<file path="src/hw/crsw_defines.svh">
/*
  Register offsets, field positions, reset values and value limits of the
  counter read-back block. Assumes it is included by bare name, once or more.
*/
`ifndef CRSW_DEFINES_SVH
`define CRSW_DEFINES_SVH

// APB byte offsets, one 32-bit word each
`define CRSW_OFF_CMD       8'h00
`define CRSW_OFF_WDATA     8'h04
`define CRSW_OFF_WCOND     8'h08
`define CRSW_OFF_RB_LO     8'h0c
`define CRSW_OFF_RB_HI     8'h10
`define CRSW_OFF_STATUS    8'h14
`define CRSW_OFF_RB_COND   8'h18
`define CRSW_OFF_IRQ_ST    8'h1c
`define CRSW_OFF_IRQ_MASK  8'h20

// Command word bits
`define CRSW_CMD_SV1_WR    0
`define CRSW_CMD_SV2_WR    1
`define CRSW_CMD_CNT_WR    2
`define CRSW_CMD_HEX       3
`define CRSW_CMD_SV1_RD    4
`define CRSW_CMD_SV2_RD    5
`define CRSW_CMD_CNT_RD    6
`define CRSW_CMD_OUT1_EN   8
`define CRSW_CMD_OUT2_EN   9
`define CRSW_CMD_MASK      16'h037f

// Status word bits
`define CRSW_ST_SV1_DONE   0
`define CRSW_ST_SV2_DONE   1
`define CRSW_ST_CNT_DONE   2
`define CRSW_ST_HEX        3
`define CRSW_ST_SV1_HELD   4
`define CRSW_ST_SV2_HELD   5
`define CRSW_ST_CNT_HELD   6
`define CRSW_ST_RUNNING    7
`define CRSW_ST_OUT1       8
`define CRSW_ST_OUT2       9
`define CRSW_ST_SET_ERR    13

// Reset values
`define CRSW_RST_CMD       16'h0000
`define CRSW_RST_MASK      4'h0

// Value limits and encodings
`define CRSW_MAG_MAX_POS   32'h007f_ffff
`define CRSW_MAG_MAX_NEG   32'h0080_0000
`define CRSW_BCD_NEG_SIGN  4'hf
`define CRSW_COND_GE       3'h0

`endif

</file>
<file path="src/hw/crsw_pkg.sv">
/*
  Types of the counter read-back block: the served-command enum and the
  packed state struct. Assumes the defines header sits beside it.
*/
`default_nettype none
package crsw_pkg;

  // Command served in a cycle: none first, then the commands highest priority first
  typedef enum logic [2:0] {
    SRV_NONE, SRV_SV1_WR, SRV_SV2_WR, SRV_CNT_WR, SRV_SV1_RD, SRV_SV2_RD, SRV_CNT_RD
  } crsw_srv_e;

  // Whole state of the block
  typedef struct packed {
    logic [15:0] cmd;       // Command word
    logic [31:0] wdata;     // Value to write, in current format
    logic [2:0]  wcond;     // Output condition to write
    logic [23:0] sv1;       // Set value 1
    logic [23:0] sv2;       // Set value 2
    logic [2:0]  cond1;     // Condition of set value 1
    logic [2:0]  cond2;     // Condition of set value 2
    logic [15:0] rb_lo;     // Read-back low word
    logic [15:0] rb_hi;     // Read-back high word
    logic [2:0]  rb_cond;   // Condition of the value read back
    logic [15:0] status;    // Status word
    logic [3:0]  irq_st;    // Sticky events
    logic [3:0]  irq_mask;  // Event enables
    logic        irq;       // Interrupt level
    logic        pready;    // APB ready
    logic        pslverr;   // APB error
    logic [31:0] prdata;    // APB read data
    logic [1:0]  ext_out;   // Gated comparison outputs
    logic        load;      // Count load strobe
    logic [23:0] load_val;  // Count load value
  } crsw_state_s;

endpackage
`default_nettype wire

</file>
<file path="src/hw/crsw_readback.sv">
/*
  Counter read-back and status block: command word, set values, read-back
  words in BCD or hex, status word, comparison outputs and an interrupt, all
  reached over APB. Assumes the counting engine runs on the same clock and
  gives its present value and run state without any crossing.
*/
// Our own choices: the APB register port and the register offsets.
`default_nettype none
`include "crsw_defines.svh"

module crsw_readback
  import crsw_pkg::*;
#(
  parameter int ADDR_W = 8
)(
  // Clock and reset
  input  wire logic              i_sys_clk,
  input  wire logic              i_rst_n,
  // APB slave
  input  wire logic              i_psel,
  input  wire logic              i_penable,
  input  wire logic              i_pwrite,
  input  wire logic [ADDR_W-1:0] i_paddr,
  input  wire logic [31:0]       i_pwdata,
  output logic      [31:0]       o_prdata,
  output logic                   o_pready,
  output logic                   o_pslverr,
  // Counting engine
  input  wire logic [23:0]       i_count_value,
  input  wire logic              i_count_running,
  output logic                   o_count_load,
  output logic      [23:0]       o_count_load_value,
  // Outputs and interrupt
  output logic      [1:0]        o_ext_out,
  output logic                   o_irq
);

  crsw_state_s st_ff;   // Registered state
  crsw_state_s nxt_st;  // Next state
  crsw_srv_e   served;  // Command served this cycle
  logic [24:0] parsed;  // {error, value} of the pending write

  // Present value to BCD or hex: two words, hex keeps only six digits
  function automatic logic [31:0] crsw_fmt(input logic [23:0] v, input logic hex);
    logic [23:0] mag;
    logic [27:0] bcd;
    int          i;
    int          j;
    mag = v[23] ? 24'(-v) : v;
    bcd = '0;
    for (i = 23; i >= 0; i--)
    begin
      for (j = 0; j < 7; j++)
      begin
        if (bcd[4*j+:4] >= 4'h5)
          bcd[4*j+:4] = bcd[4*j+:4] + 4'h3;
      end
      bcd = {bcd[26:0], mag[i]};
    end
    if (hex)
      return {8'h00, v};
    return {(v[23] ? `CRSW_BCD_NEG_SIGN : 4'h0), bcd};
  endfunction

  // Written word to value plus an error bit for range or format faults
  function automatic logic [24:0] crsw_parse(input logic [31:0] w, input logic hex);
    logic [31:0] mag;
    logic        err;
    logic        neg;
    int          k;
    mag = '0;
    neg = (w[31:28] == `CRSW_BCD_NEG_SIGN);
    if (hex)
      return {(w[31:24] != 8'h00), w[23:0]};
    err = (w[31:28] != 4'h0) && !neg;
    for (k = 6; k >= 0; k--)
    begin
      err = err | (w[4*k+:4] > 4'h9);
      mag = 32'(mag * 32'd10) + {28'h0, w[4*k+:4]};
    end
    // Negative span reaches one further than the positive one
    err = err | (neg ? (mag > `CRSW_MAG_MAX_NEG) : (mag > `CRSW_MAG_MAX_POS));
    return {err, (neg ? 24'(-mag) : mag[23:0])};
  endfunction

  // Next-state logic: bus, command service, comparisons and interrupt
  always_comb
  begin
    logic [15:0] cmd;
    logic [31:0] word;
    logic [3:0]  ev;
    logic [1:0]  cmp;
    cmd    = st_ff.cmd;
    word   = '0;
    ev     = '0;
    cmp    = '0;
    nxt_st = st_ff;
    served = SRV_NONE;
    parsed = crsw_parse(st_ff.wdata, cmd[`CRSW_CMD_HEX]);

    // APB: answer in the first access cycle, data and error set in setup
    nxt_st.pready  = i_psel && !i_penable;
    nxt_st.pslverr = 1'b0;
    nxt_st.load    = 1'b0;
    if (i_psel && !i_penable)
    begin
      nxt_st.prdata = '0;
      case (8'(i_paddr))
        `CRSW_OFF_CMD:      nxt_st.prdata = {16'h0, st_ff.cmd};
        `CRSW_OFF_WDATA:    nxt_st.prdata = st_ff.wdata;
        `CRSW_OFF_WCOND:    nxt_st.prdata = {29'h0, st_ff.wcond};
        `CRSW_OFF_RB_LO:    nxt_st.prdata = {16'h0, st_ff.rb_lo};
        `CRSW_OFF_RB_HI:    nxt_st.prdata = {16'h0, st_ff.rb_hi};
        `CRSW_OFF_STATUS:   nxt_st.prdata = {16'h0, st_ff.status};
        `CRSW_OFF_RB_COND:  nxt_st.prdata = {29'h0, st_ff.rb_cond};
        `CRSW_OFF_IRQ_ST:   nxt_st.prdata = {28'h0, st_ff.irq_st};
        `CRSW_OFF_IRQ_MASK: nxt_st.prdata = {28'h0, st_ff.irq_mask};
        default:            nxt_st.pslverr = 1'b1;  // Unmapped address
      endcase
    end

    // APB write takes effect on the completing edge only
    if (i_psel && i_penable && st_ff.pready && i_pwrite)
    begin
      case (8'(i_paddr))
        `CRSW_OFF_CMD:      nxt_st.cmd = i_pwdata[15:0] & `CRSW_CMD_MASK;
        `CRSW_OFF_WDATA:    nxt_st.wdata = i_pwdata;
        `CRSW_OFF_WCOND:    nxt_st.wcond = i_pwdata[2:0];
        `CRSW_OFF_IRQ_ST:   nxt_st.irq_st = st_ff.irq_st & ~i_pwdata[3:0];
        `CRSW_OFF_IRQ_MASK: nxt_st.irq_mask = i_pwdata[3:0];
        default:            nxt_st.cmd = st_ff.cmd;  // Read-only or unmapped
      endcase
    end

    // Pick one command: pending writes first, then held reads
    if (cmd[`CRSW_CMD_SV1_WR] && !st_ff.status[`CRSW_ST_SV1_DONE])
      served = SRV_SV1_WR;
    else if (cmd[`CRSW_CMD_SV2_WR] && !st_ff.status[`CRSW_ST_SV2_DONE])
      served = SRV_SV2_WR;
    else if (cmd[`CRSW_CMD_CNT_WR] && !st_ff.status[`CRSW_ST_CNT_DONE])
      served = SRV_CNT_WR;
    else if (cmd[`CRSW_CMD_SV1_RD])
      served = SRV_SV1_RD;
    else if (cmd[`CRSW_CMD_SV2_RD])
      served = SRV_SV2_RD;
    else if (cmd[`CRSW_CMD_CNT_RD])
      served = SRV_CNT_RD;

    // Completion flags drop with their command bit
    if (!cmd[`CRSW_CMD_SV1_WR])
      nxt_st.status[`CRSW_ST_SV1_DONE] = 1'b0;
    if (!cmd[`CRSW_CMD_SV2_WR])
      nxt_st.status[`CRSW_ST_SV2_DONE] = 1'b0;
    if (!cmd[`CRSW_CMD_CNT_WR])
      nxt_st.status[`CRSW_ST_CNT_DONE] = 1'b0;
    // Stored flags hold only while their read is the one served
    nxt_st.status[`CRSW_ST_CNT_HELD:`CRSW_ST_SV1_HELD] = 3'b000;

    // Serve the chosen command
    case (served)
      SRV_SV1_WR:
      begin
        nxt_st.status[`CRSW_ST_SV1_DONE] = 1'b1;
        nxt_st.status[`CRSW_ST_SV2_DONE] = 1'b0;
        nxt_st.status[`CRSW_ST_SET_ERR]  = parsed[24];
        if (!parsed[24])
        begin
          nxt_st.sv1   = parsed[23:0];
          nxt_st.cond1 = st_ff.wcond;
        end
      end
      SRV_SV2_WR:
      begin
        nxt_st.status[`CRSW_ST_SV2_DONE] = 1'b1;
        nxt_st.status[`CRSW_ST_SET_ERR]  = parsed[24];
        if (!parsed[24])
        begin
          nxt_st.sv2   = parsed[23:0];
          nxt_st.cond2 = st_ff.wcond;
        end
      end
      SRV_CNT_WR:
      begin
        // A count write never clears the set-value flags above it
        nxt_st.status[`CRSW_ST_CNT_DONE] = 1'b1;
        nxt_st.status[`CRSW_ST_SET_ERR]  = parsed[24];
        nxt_st.load     = !parsed[24];
        nxt_st.load_val = parsed[23:0];
      end
      SRV_SV1_RD:
      begin
        word = crsw_fmt(st_ff.sv1, cmd[`CRSW_CMD_HEX]);
        nxt_st.rb_cond = st_ff.cond1;
        nxt_st.status[`CRSW_ST_SV1_HELD] = 1'b1;
      end
      SRV_SV2_RD:
      begin
        word = crsw_fmt(st_ff.sv2, cmd[`CRSW_CMD_HEX]);
        nxt_st.rb_cond = st_ff.cond2;
        nxt_st.status[`CRSW_ST_SV2_HELD] = 1'b1;
      end
      SRV_CNT_RD:
      begin
        word = crsw_fmt(i_count_value, cmd[`CRSW_CMD_HEX]);
        nxt_st.rb_cond = `CRSW_COND_GE;
        nxt_st.status[`CRSW_ST_CNT_HELD] = 1'b1;
      end
      default:
        word = '0;  // Idle: read-back words keep their last value
    endcase
    if (served inside {SRV_SV1_RD, SRV_SV2_RD, SRV_CNT_RD})
    begin
      nxt_st.rb_lo = word[15:0];
      nxt_st.rb_hi = word[31:16];
    end

    // Comparisons, gated by the enables before they reach the pins
    cmp[0] = (st_ff.cond1 == `CRSW_COND_GE) ? ($signed(i_count_value) >= $signed(st_ff.sv1))
                                            : ($signed(i_count_value) <= $signed(st_ff.sv1));
    cmp[1] = (st_ff.cond2 == `CRSW_COND_GE) ? ($signed(i_count_value) >= $signed(st_ff.sv2))
                                            : ($signed(i_count_value) <= $signed(st_ff.sv2));
    nxt_st.ext_out = cmp & {cmd[`CRSW_CMD_OUT2_EN], cmd[`CRSW_CMD_OUT1_EN]};
    nxt_st.status[`CRSW_ST_OUT2:`CRSW_ST_OUT1] = nxt_st.ext_out;
    nxt_st.status[`CRSW_ST_HEX]     = cmd[`CRSW_CMD_HEX];
    nxt_st.status[`CRSW_ST_RUNNING] = i_count_running;

    // Rising completion and error flags set sticky bits; set beats clear
    ev[2:0] = nxt_st.status[2:0] & ~st_ff.status[2:0];
    ev[3]   = nxt_st.status[`CRSW_ST_SET_ERR] & ~st_ff.status[`CRSW_ST_SET_ERR];
    nxt_st.irq_st = nxt_st.irq_st | ev;
    nxt_st.irq    = |(nxt_st.irq_st & nxt_st.irq_mask);
  end

  // State register, synchronous reset
  always_ff @(posedge i_sys_clk)
  begin
    if (!i_rst_n)
    begin
      st_ff          <= '0;
      st_ff.cmd      <= `CRSW_RST_CMD;
      st_ff.irq_mask <= `CRSW_RST_MASK;
    end
    else
      st_ff <= nxt_st;
  end

  // Outputs straight from the state register
  assign o_prdata           = st_ff.prdata;
  assign o_pready           = st_ff.pready;
  assign o_pslverr          = st_ff.pslverr;
  assign o_count_load       = st_ff.load;
  assign o_count_load_value = st_ff.load_val;
  assign o_ext_out          = st_ff.ext_out;
  assign o_irq              = st_ff.irq;
endmodule  // crsw_readback
`default_nettype wire

</file>
<file path="config.mk">
export PLATFORM = sky130hd
export DESIGN_NAME = crsw_readback
export DESIGN_NICKNAME = d
export VERILOG_FILES = /design/src/hw/crsw_pkg.sv /design/src/hw/crsw_readback.sv
export VERILOG_INCLUDE_DIRS = /design/src /design/src/hw
export SDC_FILE = /design/constraint.sdc
export NUM_CORES = 2
export LEC_CHECK = 0
export BUFFER_PORTS_ARGS = -buffer_cell sky130_fd_sc_hd__buf_2
export CORE_ASPECT_RATIO = 1.75
export CORE_MARGIN = 2
export CORE_UTILIZATION = 30
export CTS_CLUSTER_DIAMETER = 150
export CTS_CLUSTER_SIZE = 25
export DETAILED_ROUTE_END_ITERATION = 10
export PLACE_DENSITY = 0.5
export SETUP_SLACK_MARGIN = 0.1
export SYNTH_ARGS = -nofsm -noshare
export SYNTH_HDL_FRONTEND = slang
export SYNTH_SLANG_ARGS = --single-unit
</file>
<file path="constraint.sdc">
create_clock -name i_sys_clk -period 31.8 [get_ports i_sys_clk]
set_input_delay 3.18 -clock i_sys_clk [delete_from_list [all_inputs] [get_ports i_sys_clk]]
set_output_delay 3.18 -clock i_sys_clk [all_outputs]
set_load 0.1 [all_outputs]
</file>
======== Word level (Yosys, flattened, before mapping) ========
Cells that the tools add are included.
cells by class
  bitwise gates (word level) .............. 18
  $add $sub $neg .......................... 262
  multiply operators ...................... 6
  mux-type cells .......................... 528
  $lt $le $gt $ge ......................... 265
  equality and inequality tests ........... 15
  reduce and logical (&&, ||, !) cells .... 30
operators by type and width
  cell                                                               count
  2-to-1 mux 4 bit                                                   473
  greater-or-equal comparator 4 x 3 -> 1 bit, second input constant  231
  adder 4 x 2 -> 4 bit, second input constant                        225
  case mux 32 bit (9 select lines)                                   1
  2-to-1 mux 32 bit                                                  6
  2-to-1 mux 24 bit                                                  4
  negation 24 bit                                                    4
  case mux 32 bit (3 select lines)                                   1
  adder 3 x 2 -> 4 bit, second input constant                        18
  greater-or-equal comparator 3 bit, second input constant           21
  2-to-1 mux 3 bit                                                   21
  2-to-1 mux 25 bit                                                  2
  greater-or-equal comparator 24 bit                                 2
  less-or-equal comparator 24 bit                                    2
  adder 32 x 4 -> 32 bit                                             1
  equality test 8 x 5 -> 1 bit, second input constant                4
  > comparator 32 x 23 -> 1 bit, second input constant               1
  > comparator 32 x 24 -> 1 bit, second input constant               1
  multiplier 29 x 3 -> 31 bit, second input constant                 1
  adder 28 x 4 -> 29 bit                                             1
  > comparator 4 bit, second input constant                          7
  adder 3 x 2 -> 3 bit, second input constant                        9
  multiplier 24 x 3 -> 27 bit, second input constant                 1
  adder 23 x 4 -> 24 bit                                             1
  other kinds (38)                                                   86
word-level totals
  output and inout bits ................... 62
  word-level logic and storage cells ...... 1144
  bits of input ports ..................... 70
  register bits ........................... 214

======== Logic depth before layout (Yosys ltp) ========
  depth in word-level cells ............... 69
  gate-level depth with buffers ........... 134
  gate-level depth less buffers ........... 131

======== Worst setup path after synthesis ========
No wires, ideal clock.
  path kind ............................... in2reg
  start ................................... input i_count_value[15]
  end ..................................... register st_ff[106] (netlist bit)
  arrival time ............................ 24.260 ns
  slack ................................... 7.406 ns
  setup time .............................. 0.134 ns
  cell stages on the path ................. 117
  buffers on the path ..................... 5
  data required time ...................... 31.666 ns
  cell sequence ........................... buf_2 nor4_2 nand2_1 or4_1 a311oi_2 inv_1 ha_1 nand2b_1 and3_1 o22ai_1 nand3_1 nand2_1 inv_1 ha_1 a21boi_1 nor3_1 mux2_2 o21ai_1 [81 not listed] xnor2_1 inv_1 ha_1 nand2b_1 a21o_1 xnor2_1 ha_1 nor2b_1 o21ai_0 xnor2_1 ha_1 nor2b_1 o21ai_0 xnor2_1 a221oi_1 nor2_1 a21oi_1 o22ai_1
between the ends
  longest elaborated chain between the ends .. 66
  elaborated cells between the ends (all ways) .. 86
  classes of those cells .................. 21 x add/sub; 21 x order compare; 44 x mux
ends and longest elaborated chain
  item                                                                                line                                      source
  from (decl)                                                                         crsw_readback.sv:29                       input wire logic [23:0] i_count_value,
  negation 24 bit                                                                     crsw_readback.sv:49                       mag = v[23] ? 24'(-v) : v;
  2-to-1 mux 24 bit *                                                                 crsw_readback.sv:49
  adder 3 x 2 -> 4 bit or greater-or-equal comparator 3 bit (tied branches)           crsw_readback.sv:56, crsw_readback.sv:55
  2-to-1 mux 4 bit                                                                    crsw_readback.sv:55                       if (bcd[4*j+:4] >= 4'h5)
  2-to-1 mux 4 bit                                                                    crsw_readback.sv:160                      case (served)
  adder 4 x 2 -> 4 bit or greater-or-equal comparator 4 x 3 -> 1 bit (tied branches)  crsw_readback.sv:56, crsw_readback.sv:55
  2-to-1 mux 4 bit                                                                    crsw_readback.sv:55
  2-to-1 mux 4 bit                                                                    crsw_readback.sv:160
  [50 not listed]                                                                     -
  2-to-1 mux 4 bit *                                                                  crsw_readback.sv:160
  adder 4 x 2 -> 4 bit or greater-or-equal comparator 4 x 3 -> 1 bit (tied branches)  crsw_readback.sv:56, crsw_readback.sv:55
  2-to-1 mux 4 bit *                                                                  crsw_readback.sv:55
  2-to-1 mux 4 bit *                                                                  crsw_readback.sv:160
  greater-or-equal comparator 4 x 3 -> 1 bit *                                        crsw_readback.sv:55
  2-to-1 mux 4 bit *                                                                  crsw_readback.sv:55
  2-to-1 mux 32 bit *                                                                 crsw_readback.sv:62                       return {(v[23] ? `CRSW_BCD_NEG_SIGN : 4'h0), bcd};
  case mux 32 bit (3 select lines) *                                                  crsw_readback.sv:160
  to (signal assigned)                                                                crsw_readback.sv:244                      st_ff <= nxt_st;
  to (decl)                                                                           crsw_readback.sv:38                       crsw_state_s st_ff;
Every way passes the cells marked *; elsewhere a longest branch is shown, timed or not. The select of a mux whose other input is x is not followed.
A chain may end at the register's enable or synchronous reset.

======== Final worst setup path ========
  start ................................... input i_count_value[2]
  end ..................................... register st_ff[106] (netlist bit)
between the ends
  longest elaborated chain between the ends .. 66
  elaborated cells between the ends (all ways) .. 86
  classes of those cells .................. 21 x add/sub; 21 x order compare; 44 x mux
ends and longest elaborated chain
  item                                                                                line
  negation 24 bit                                                                     crsw_readback.sv:49
  2-to-1 mux 24 bit *                                                                 crsw_readback.sv:49
  adder 3 x 2 -> 4 bit or greater-or-equal comparator 3 bit (tied branches)           crsw_readback.sv:56, crsw_readback.sv:55
  2-to-1 mux 4 bit                                                                    crsw_readback.sv:55
  2-to-1 mux 4 bit                                                                    crsw_readback.sv:160
  adder 4 x 2 -> 4 bit or greater-or-equal comparator 4 x 3 -> 1 bit (tied branches)  crsw_readback.sv:56, crsw_readback.sv:55
  2-to-1 mux 4 bit                                                                    crsw_readback.sv:55
  2-to-1 mux 4 bit                                                                    crsw_readback.sv:160
  [50 not listed]                                                                     -
  2-to-1 mux 4 bit                                                                    crsw_readback.sv:160
  adder 4 x 2 -> 4 bit or greater-or-equal comparator 4 x 3 -> 1 bit (tied branches)  crsw_readback.sv:56, crsw_readback.sv:55
  2-to-1 mux 4 bit *                                                                  crsw_readback.sv:55
  2-to-1 mux 4 bit *                                                                  crsw_readback.sv:160
  greater-or-equal comparator 4 x 3 -> 1 bit *                                        crsw_readback.sv:55
  2-to-1 mux 4 bit *                                                                  crsw_readback.sv:55
  2-to-1 mux 32 bit *                                                                 crsw_readback.sv:62
  case mux 32 bit (3 select lines) *                                                  crsw_readback.sv:160
Marks and branches as above.

==> results.cfg <==
[status]
outcome = completed

[floorplanning]
core_um2 = 181600
start_util_pct = 30.14
ios = 132
die-area_um2 = 186000
rows = 207
die_y_um = 569.0
die_width_um = 326.8

[placed_design]
hpwl_mm = 158.1
dp_cells = 9958
place_congestion = 0.9406
dp_slack_ns = 3.424
io_buffers = 131
placed_area_um2 = 57450

[routing]
avgRoutedWirePerCell_um = 19.31
num_vias = 58100
first_pass_iters = 8
vias_per_cell = 5.824
wirelength_mm = 192.6
drc = 0
antenna_left = 0
drtIter0Drc = 3503

[timing]
setup_tns_ns = 0
clock_skew_ns = 0.05716
post-route-period-util_pct = 89.52
setup_violations = 0
setup_slack_ns = 3.334
max_freq_mhz = 35.13
min_period_ns = 28.47
rsz0062_at_grt = no
worstMarginPinSlew_ns = 1.241
slew_viol_final = 0
max_slew_margin_pct = 16.71
finalHoldViolations = 0

[layout]
layout_common_cells = 636 x nor2_1, 574 x nand2_1, 568 x ha_1
final_common_cell = nor2_1
final_cells = 9975
seq_area_um2 = 4185
drive_gt1_share_pct = 8.931
syn_to_final_growth_pct = 5.618
multi_input_area_um2 = 47000
nFillCells = 19780
final_nets = 8219
fin_area_um2 = 57790

[global_route]
grt_start_max_net_pins = 102
grt_pass1_vias = 56230
grtUsageTotal_pct = 19.64
grt_overflow = 0
grt_pass1_wl_mm = 302.0
antenna_found_initial = 18

[yosys]
postSynthAreaPerCell_um2 = 7.166
yosysWarnings = 0
synth-edff-count = 0
synth_ff_type = dfxtp_1
netlist_instances = 7635
seq_area_frac_synth_pct = 7.647
syn_area_um2 = 54720
synthArstFlopShare_pct = 0
ys_seq_elements = 209
synth.distinct_cells = 159

[run]
drv_cap = 0

[clocking]
cts.reportedPaths.clkPinSlew_ns = 0.11
cts_resized = 0
cts.sinks = 209
cts_buffers = 12
cts_tree = yes
cts-root-buf = clkbuf_16
cts_max_level = 1
insertion_delay_ns = 0.55
cts_setup_buffers = 0
cts.hold.buffers_added = 0
cts_buffer_depth = 3

[setup_path]
cp.arrival_ns = 28.87
start_kind = input port
cp_slowest_stage_delay_ns = 0.80
required_ns = 32.20
crit_path_end_kind = flop
path_max_fanout = 13
critPathKind = in -> reg
cp_common_cell = ha_1
worst_path_max_delay_cell = a222oi_1

[hold_path]
hp-class = reg -> reg
registers in the layout, indices dropped and copies added, names as in the netlist:
name                count
o_pready                1
o_prdata               32
o_count_load            1
o_count_load_value     24
st_ff                 148
o_irq                   1
nxt_st                  1
o_pslverr               1
synth_stat cells, drive strengths merged, types with 77 or more instances:
| library cell | count | share of area [%] |
|---|---|---|
| xnor2 | 307 | 5.1 |
| xor2 | 123 | 2.1 |
| a21oi | 538 | 5.0 |
| nand2 | 579 | 4.0 |
| or2 | 77 | 0.88 |
| inv | 589 | 4.0 |
| ha | 568 | 13 |
| buf | 124 | 1.5 |
| nand2b | 140 | 1.6 |
| or3 | 78 | 0.91 |
| nor2 | 642 | 4.4 |
| nor2b | 93 | 1.1 |
| and3 | 113 | 1.3 |
| nor4 | 84 | 1.3 |
| o211ai | 119 | 1.7 |
| nand4 | 89 | 1.0 |
| a21o | 107 | 1.5 |
| o21a | 77 | 1.1 |
| a31oi | 96 | 1.2 |
| clkbuf | 140 | 0.97 |
| o21ai | 509 | 4.7 |
| nor3 | 212 | 2.0 |
| mux2 | 103 | 2.1 |
| and2 | 108 | 1.2 |
| a211oi | 164 | 2.4 |
| mux2i | 224 | 4.3 |
| dfxtp | 209 | 7.6 |
| nand3 | 258 | 2.4 |
layer usage:
metal	up-vias	global-route usage, %	wire [um]	share of wire (%)
li1	28600	-	-	-
met1	27750	21.19	75490	39
met2	1358	38.05	99400	52
met3	371	1.592	7548	3.9
met4	24	9.259	10030	5.2
met5	-	0	153	0.079
cell families (layout without fill, tap and decap cells):
family                   Yosys count  after routing  synth area share, %
AND/OR/NAND/NOR                 2619           2619                24.37
adder cells (fa/ha/maj)          587            587                13.56
flip-flops                       209            209                7.647
multiplexers                     327            327                6.387
XOR/XNOR                         433            433                7.308
buffers and inverters            856            787                6.538
AO/OA/AOI/OAI                   2603           2603                34.18
other                              1              7             0.006854
metrics by stage:
stage	util, %	hold WS, ns
floorplan	-	0.4253
global placement	31.64	0.4416
detailed placement	31.64	0.4433
CTS	31.83	0.4640
global route	31.83	0.4870
finish	31.83	0.4596
critical path: cells and delay by family:
kind	cells	cell delay, ns
buf+inv	13	1.72
simple gates	36	7.65
mux	2	0.75
xor+xnor	13	4.18
fa+ha+maj	17	4.07
compound gates	30	7.28
final cells by class:
class	count	area share (%)
antenna	3	0.01299
inverter	592	3.858
clock buffer	12	0.5196
multi-input combinational	6573	81.32
timing repair buffer	181	1.784
tap	2403	5.203
sequential	209	7.242
clock inverter	2	0.05629
path summary, 6_finish.rpt:
check	start	end	slack (ns)	cells after the start
hold / removal	o_prdata[19]	o_prdata[19]	0.46	2
setup / recovery	i_count_value[2]	st_ff[106]	3.33	111
hold reg to reg	o_prdata[19]	o_prdata[19]	0.46	2
setup reg to reg	st_ff[158]	st_ff[106]	3.75	120
Power is not shown: default switching activity piles up to over one toggle a cycle in this logic, so the estimate is an artifact.
